===== src/include/touch_probe_pkg.sv =====
// constants and carriers for the touch-probe latch and status block
// Notes on behaviour
// single mode captures first edge; continuous every edge
// master clears probe 2 enable to change its setup
// master changes probe 2 setup only while disabled
// ctrl bit 10: digital input or index source
// ctrl bits 12/13 enable rising/falling capture
// status bit 0 shows probe 1 enabled
// status bit 1: probe 1 rising captured
// status bit 2: probe 1 falling captured
// status bit 6 shows probe 1 source
// status bit 7 shows probe 1 source level
// status bit 8 shows probe 2 enabled
// status bit 9: probe 2 rising captured
// status bit 10: probe 2 falling captured
// status bit 14 shows probe 2 source
// status bit 15 shows probe 2 source level
// capture stores signed 32-bit encoder position
// re-enable clears flags; reserved bits zero
// inputs synchronised; one capture per edge
package touch_probe_pkg;

  // object dictionary indexes of the two words and the four latched positions
  localparam logic [15:0] CTRL_INDEX = 16'h60B8;
  localparam logic [15:0] STATUS_INDEX = 16'h60B9;
  localparam logic [15:0] POS_INDEX_P1_RISE = 16'h60BA;
  localparam logic [15:0] POS_INDEX_P1_FALL = 16'h60BB;
  localparam logic [15:0] POS_INDEX_P2_RISE = 16'h60BC;
  localparam logic [15:0] POS_INDEX_P2_FALL = 16'h60BD;

  localparam int NUM_PROBES = 2;
  localparam int PROBE_FIELD_W = 8;
  localparam int POS_W = 32;
  localparam int SYNC_STAGES = 2;

  // per-probe byte positions inside both words
  localparam int CTRL_ENABLE_BIT = 0;
  localparam int CTRL_CONT_BIT = 1;
  localparam int CTRL_SRC_BIT = 2;
  localparam int CTRL_RISE_BIT = 4;
  localparam int CTRL_FALL_BIT = 5;
  localparam int STAT_ENABLE_BIT = 0;
  localparam int STAT_RISE_BIT = 1;
  localparam int STAT_FALL_BIT = 2;
  localparam int STAT_SRC_BIT = 6;
  localparam int STAT_LEVEL_BIT = 7;

  localparam logic [15:0] STATUS_RESET = 16'h0000;
  localparam logic signed [31:0] POS_RESET = 32'sh00000000;

  // one probe's byte of the control word, msb first
  typedef struct packed {
    logic [1:0] rsv_hi;
    logic fall_en;
    logic rise_en;
    logic rsv_mid;
    logic src_index;
    logic continuous;
    logic enable;
  } probe_ctrl_t;

  // one probe's byte of the status word, msb first
  typedef struct packed {
    logic level;
    logic src_index;
    logic [2:0] rsv;
    logic fall_done;
    logic rise_done;
    logic enabled;
  } probe_stat_t;

  typedef struct packed {
    logic signed [31:0] rise_pos;
    logic signed [31:0] fall_pos;
  } probe_latch_t;

endpackage : touch_probe_pkg


===== src/rtl/touch_probe_latch_status.sv =====
// touch-probe edge capture, latched positions and probe status word
`timescale 1ns/10ps
`default_nettype none

module touch_probe_latch_status (
  input wire logic core_clk, // drive clock, 200 MHz
  input wire logic sys_rst, // synchronous reset, high
  input wire logic clk_en, // freezes all state while low
  input wire logic [15:0] ctrl_word, // probe control word as written by the master
  input wire logic probe1_digital_input, // probe 1 digital input pin, asynchronous
  input wire logic probe2_digital_input, // probe 2 digital input pin, asynchronous
  input wire logic encoder_index, // encoder index pulse, asynchronous
  input wire logic signed [31:0] encoder_pos, // current encoder position, core_clk domain
  output logic [15:0] status_word, // probe status word
  output touch_probe_pkg::probe_latch_t [1:0] latched_pos // [0] probe 1, [1] probe 2
);

  localparam int NP = touch_probe_pkg::NUM_PROBES;
  localparam int FW = touch_probe_pkg::PROBE_FIELD_W;
  localparam int NS = NP + 1;

  if (NP * FW != 16) begin : g_bad_width
    $error("probe fields must fill the 16-bit words");
  end

  // pins: [0] probe 1 input, [1] probe 2 input, [2] index pulse
  logic [NS-1:0] pin_raw;
  logic [NS-1:0] sync1_r;
  logic [NS-1:0] sync2_r;
  logic [NP-1:0] level_prev_r;
  logic [NP-1:0] enable_prev_r;
  logic [NP-1:0] rise_done_r;
  logic [NP-1:0] fall_done_r;
  logic [15:0] status_r;
  touch_probe_pkg::probe_latch_t [NP-1:0] pos_r;

  logic [NP-1:0] level_now;
  logic [NP-1:0] enable_now;
  logic [NP-1:0] rise_done_nxt;
  logic [NP-1:0] fall_done_nxt;
  logic [15:0] status_nxt;
  touch_probe_pkg::probe_latch_t [NP-1:0] pos_nxt;

  assign pin_raw = {encoder_index, probe2_digital_input, probe1_digital_input};

  for (genvar p = 0; p < NP; p++) begin : g_probe
    touch_probe_pkg::probe_ctrl_t ctl;
    logic level;
    logic rise_seen;
    logic fall_seen;
    logic rearm;
    logic cap_rise;
    logic cap_fall;

    assign ctl = touch_probe_pkg::probe_ctrl_t'(ctrl_word[p*FW +: FW]);
    // source mux on synchronised levels only
    assign level = ctl.src_index ? sync2_r[NS-1] : sync2_r[p]; // see R4
    assign rise_seen = level & ~level_prev_r[p];
    assign fall_seen = ~level & level_prev_r[p];
    assign rearm = ctl.enable & ~enable_prev_r[p];
    // single mode: an edge whose flag is already up no longer captures
    assign cap_rise = ctl.enable & ctl.rise_en & rise_seen
                      & (ctl.continuous | ~rise_done_r[p]); // see R1
    assign cap_fall = ctl.enable & ctl.fall_en & fall_seen
                      & (ctl.continuous | ~fall_done_r[p]); // see R1
    // capture beats the re-enable clear in the same cycle
    assign rise_done_nxt[p] = cap_rise | (rise_done_r[p] & ~rearm);
    assign fall_done_nxt[p] = cap_fall | (fall_done_r[p] & ~rearm);
    assign pos_nxt[p].rise_pos = cap_rise ? encoder_pos : pos_r[p].rise_pos;
    assign pos_nxt[p].fall_pos = cap_fall ? encoder_pos : pos_r[p].fall_pos;
    assign level_now[p] = level;
    assign enable_now[p] = ctl.enable;
    // enable, flags, source and live level; reserved bits forced low
    assign status_nxt[p*FW +: FW] = touch_probe_pkg::probe_stat_t'{
      level: level, // see R10
      src_index: ctl.src_index, // see R9
      rsv: 3'h0,
      fall_done: fall_done_nxt[p], // see R8
      rise_done: rise_done_nxt[p], // see R7
      enabled: ctl.enable // see R6
    };
  end

  always_ff @(posedge core_clk) begin
    if (sys_rst) begin
      sync1_r <= '0;
      sync2_r <= '0;
    end else if (clk_en) begin
      sync1_r <= pin_raw;
      sync2_r <= sync1_r;
    end
  end

  always_ff @(posedge core_clk) begin
    if (sys_rst) begin
      level_prev_r <= '0;
      enable_prev_r <= '0;
      rise_done_r <= '0;
      fall_done_r <= '0;
    end else if (clk_en) begin
      level_prev_r <= level_now;
      enable_prev_r <= enable_now;
      rise_done_r <= rise_done_nxt;
      fall_done_r <= fall_done_nxt;
    end
  end

  always_ff @(posedge core_clk) begin
    if (sys_rst) begin
      status_r <= touch_probe_pkg::STATUS_RESET;
      pos_r <= {NP{touch_probe_pkg::POS_RESET, touch_probe_pkg::POS_RESET}};
    end else if (clk_en) begin
      status_r <= status_nxt;
      pos_r <= pos_nxt;
    end
  end

  assign status_word = status_r;
  assign latched_pos = pos_r;

endmodule : touch_probe_latch_status

`default_nettype wire


===== config.mk =====
export PLATFORM = sky130hd
export DESIGN_NAME = touch_probe_latch_status
export DESIGN_NICKNAME = d
export VERILOG_FILES = /design/src/include/touch_probe_pkg.sv /design/src/rtl/touch_probe_latch_status.sv
export SDC_FILE = /design/constraint.sdc
export NUM_CORES = 1
export LEC_CHECK = 0
export BUFFER_PORTS_ARGS = -buffer_cell sky130_fd_sc_hd__buf_2
export CORE_ASPECT_RATIO = 2
export CORE_MARGIN = 3
export CORE_UTILIZATION = 32
export CTS_BUF_LIST = sky130_fd_sc_hd__clkbuf_4 sky130_fd_sc_hd__clkbuf_8
export CTS_CLUSTER_SIZE = 25
export DETAILED_ROUTE_END_ITERATION = 10
export PLACE_DENSITY = 0.58
export SETUP_SLACK_MARGIN = 0.02
export SLEW_MARGIN = 40
export SYNTH_ARGS = -nofsm -noshare
export SYNTH_HDL_FRONTEND = slang
export SYNTH_SLANG_ARGS = --single-unit

===== constraint.sdc =====
create_clock -name core_clk -period 2 [get_ports core_clk]
set_input_delay 0.4 -clock core_clk [delete_from_list [all_inputs] [get_ports core_clk]]
set_output_delay 0.4 -clock core_clk [all_outputs]
set_load 0.03 [all_outputs]

==> out/results.ini <==
[status]
status=completed

[worst_setup_path]
worstSetupPathType=register to register
r2r-start=level_prev_r[0]
crit_start=level_prev_r[0]
endpoint=latched_pos[53]
worstReg2RegEnd=latched_pos[53]
critPathRequiredTime_ns=2.31
crit_arrival_ns=2.04
reg2reg_slack_ns=0.27
critPathLaunchType=register
path_max_fanout=33
crit_path_end_kind=register
r2r_cells=4

[run]
maxCapViolations=0

[power]
peakVddDrop_v=0.0004400
power.density_nw_per_um2=779.0
switchingPower_mw=1.382
p_seq_share_pct=51.2
p_clk_share_pct=42.4
power_leakage_nw=3.812
combPwrFrac_pct=6.5
switching_share_pct=24.27
power_mw=5.694
p_int_mw=4.312

[global_route]
grt_pass1_vias=4583
grt_overflow_total=0
grt_pass1_wl_mm=23.89
grt_max_degree=75
antenna_found_initial=0
grt_usage_pct=15.65

[route]
drt_iter0_drc=98
post-route-drc-count=0
avgViaCountPerCell=4.516
drt_wl_total_mm=15.23
antenna_left=0
post_drt_wl_per_cell_microns=16.41
dr_total_vias=4191
drtPass1Iterations=4

[floorplanning]
rows=68
fp.dieW_microns=100.8
boundaryPins=198
die-area_sq_um=19730
dieHeight_microns=195.7
coreArea_sq_um=17440
start_util_pct=33.00

[sta]
hold_violations=0
fmax_ghz=0.5768
fin_skew_ns=0.01276
slew_viol_final=0
finalSetupViolCount=0
rsz0062_at_grt=no
fin_crit_ns=1.734
final.setup.tns_ns=0
min_period_over_period_pct=86.68

[clock_tree]
clkSlewWorstSetupHoldPaths_ns=0.08
clock_latency_ns=0.44
postCtsSetupBuffers=0
numCtsBuffers=17
clk_path_buf_depth=2
cts_tree=built
root_buffer=clkbuf_8
cts-hold-fix-buffers=0
clkSinkCount=144
cts_resized=0
htree_levels=4

[min_path]
min_path_type=input port to register

[placed_design]
dpl.hpwl_mm=11.09
placed_cells=896
placed_cell_area_sq_um=6897
io_buffers=185
gp_congestion=0.8416

[layout]
layout.cells.non_filler=928
final_cell_mix=buf_2 (184), nand2b_1 (164), dfxtp_1 (144)
final_common_cell=buf_2
fin_area_sq_um=7310
antenna_cells=0
utilization_pct=41.91
final_nets=759
drive_gt1_share_pct=32.87
area_growth_pct=27.00

[yosys]
synth_area_leaders=dfxtp_1 (50%), mux2i_1 (24%), nand2b_1 (18%), clkbuf_1 (1.2%), buf_12 (1.0%)
ys_ff_latch=144
synth.top_cell.area_share_pct=50.09
synth_cells=525
yosys.area.top_type=dfxtp_1
synthDistinctLibCells=24
yosys_warnings=0
yosysSeqAreaShare_pct=50.09
syn_area_sq_um=5756
synth_area_per_cell_sq_um=10.96

## cell type report
cell class	instances	area [sq um]
fillers	1702	10130
clock buffers	18	247.7
well taps	210	262.8
flip-flops and latches	144	2883
repair buffers	198	1114
clock inverters	14	165.2
multi-input cells	344	2638
## worst min-delay path by stage
stage	slack, ns	endpoint	from	depth (start not counted)
after floorplan	0.46	sync2_r[0]	sync2_r[0]	2
after global placement	0.46	latched_pos[67]	latched_pos[67]	2
after detailed placement	0.46	latched_pos[121]	latched_pos[121]	2
after CTS	0.20	sync1_r[1]	probe2_digital_input	3
after global routing	0.23	sync1_r[1]	probe2_digital_input	3
final	0.24	sync1_r[0]	probe1_digital_input	3
## kinds of logic (layout without fill, tap and decap cells)
family / Yosys count / count (layout) / share of synthesized area (%)
and+or+nand+nor: 188 / 188 / 20.11
other: 1 / 6 / 0.06515
muxes: 138 / 138 / 24.00
DFF: 144 / 144 / 50.09
buffers and inverters: 42 / 230 / 4.609
AOI/OAI and AO/OA: 12 / 12 / 1.130
## cells in the mapped netlist
master,number
a211oi_1,2
a21oi_1,6
and2b_2,1
and3_2,1
and4_1,2
buf_12,3
buf_2,11
buf_4,6
buf_6,3
clkbuf_1,19
conb_1,1
dfxtp_1,144
mux2i_1,138
nand2_1,2
nand2b_1,164
nand3_1,2
nand4b_1,1
nor2_1,10
nor2b_1,1
nor3_1,1
o21ai_0,4
or2b_2,1
or3_1,1
or4_1,1
## power groups by stage
stage	Clock, mW	Sequential, mW	Combinational, mW
3_3_place_gp	0	2.98	0.367
4_1_cts	2.51	2.91	0.375
3_5_place_dp	0	2.98	0.374
5_1_grt	2.61	2.92	0.400
6_report	2.41	2.91	0.369
2_1_floorplan	0	3.03	0.205
## registers in the layout, indices dropped and copies added (netlist names)
| signal | flops |
|---|---|
| fall_done_r | 1 |
| latched_pos | 128 |
| level_prev_r | 2 |
| status_word | 5 |
| sync2_r | 3 |
| sync1_r | 3 |
| rise_done_r | 1 |
| enable_prev_r | 1 |
## critical path: stages, from the launching register on
cell     delay (ns)
dfxtp_1        0.35
or2b_2         0.28
or4_2          0.58
buf_12         0.23
mux2i_1        0.15
## per-layer routing
metal	GRT usage, %	vias up	part of all wire, %
met5	0	-	0
met1	15.69	1966	37
met4	7.246	0	2.9
li1	-	2074	-
met2	29.20	127	55
met3	3.950	24	4.8
## through the flow
step / hold WS, ns / setup slack [ns]
2_1_floorplan: 0.4596 / 0.3542
3_3_place_gp: 0.4567 / 0.1201
3_5_place_dp: 0.4613 / 0.1017
4_1_cts: 0.1965 / 0.2578
5_1_grt: 0.2320 / 0.1920
6_report: 0.2359 / 0.2664
(Power assumes the default switching activity.)
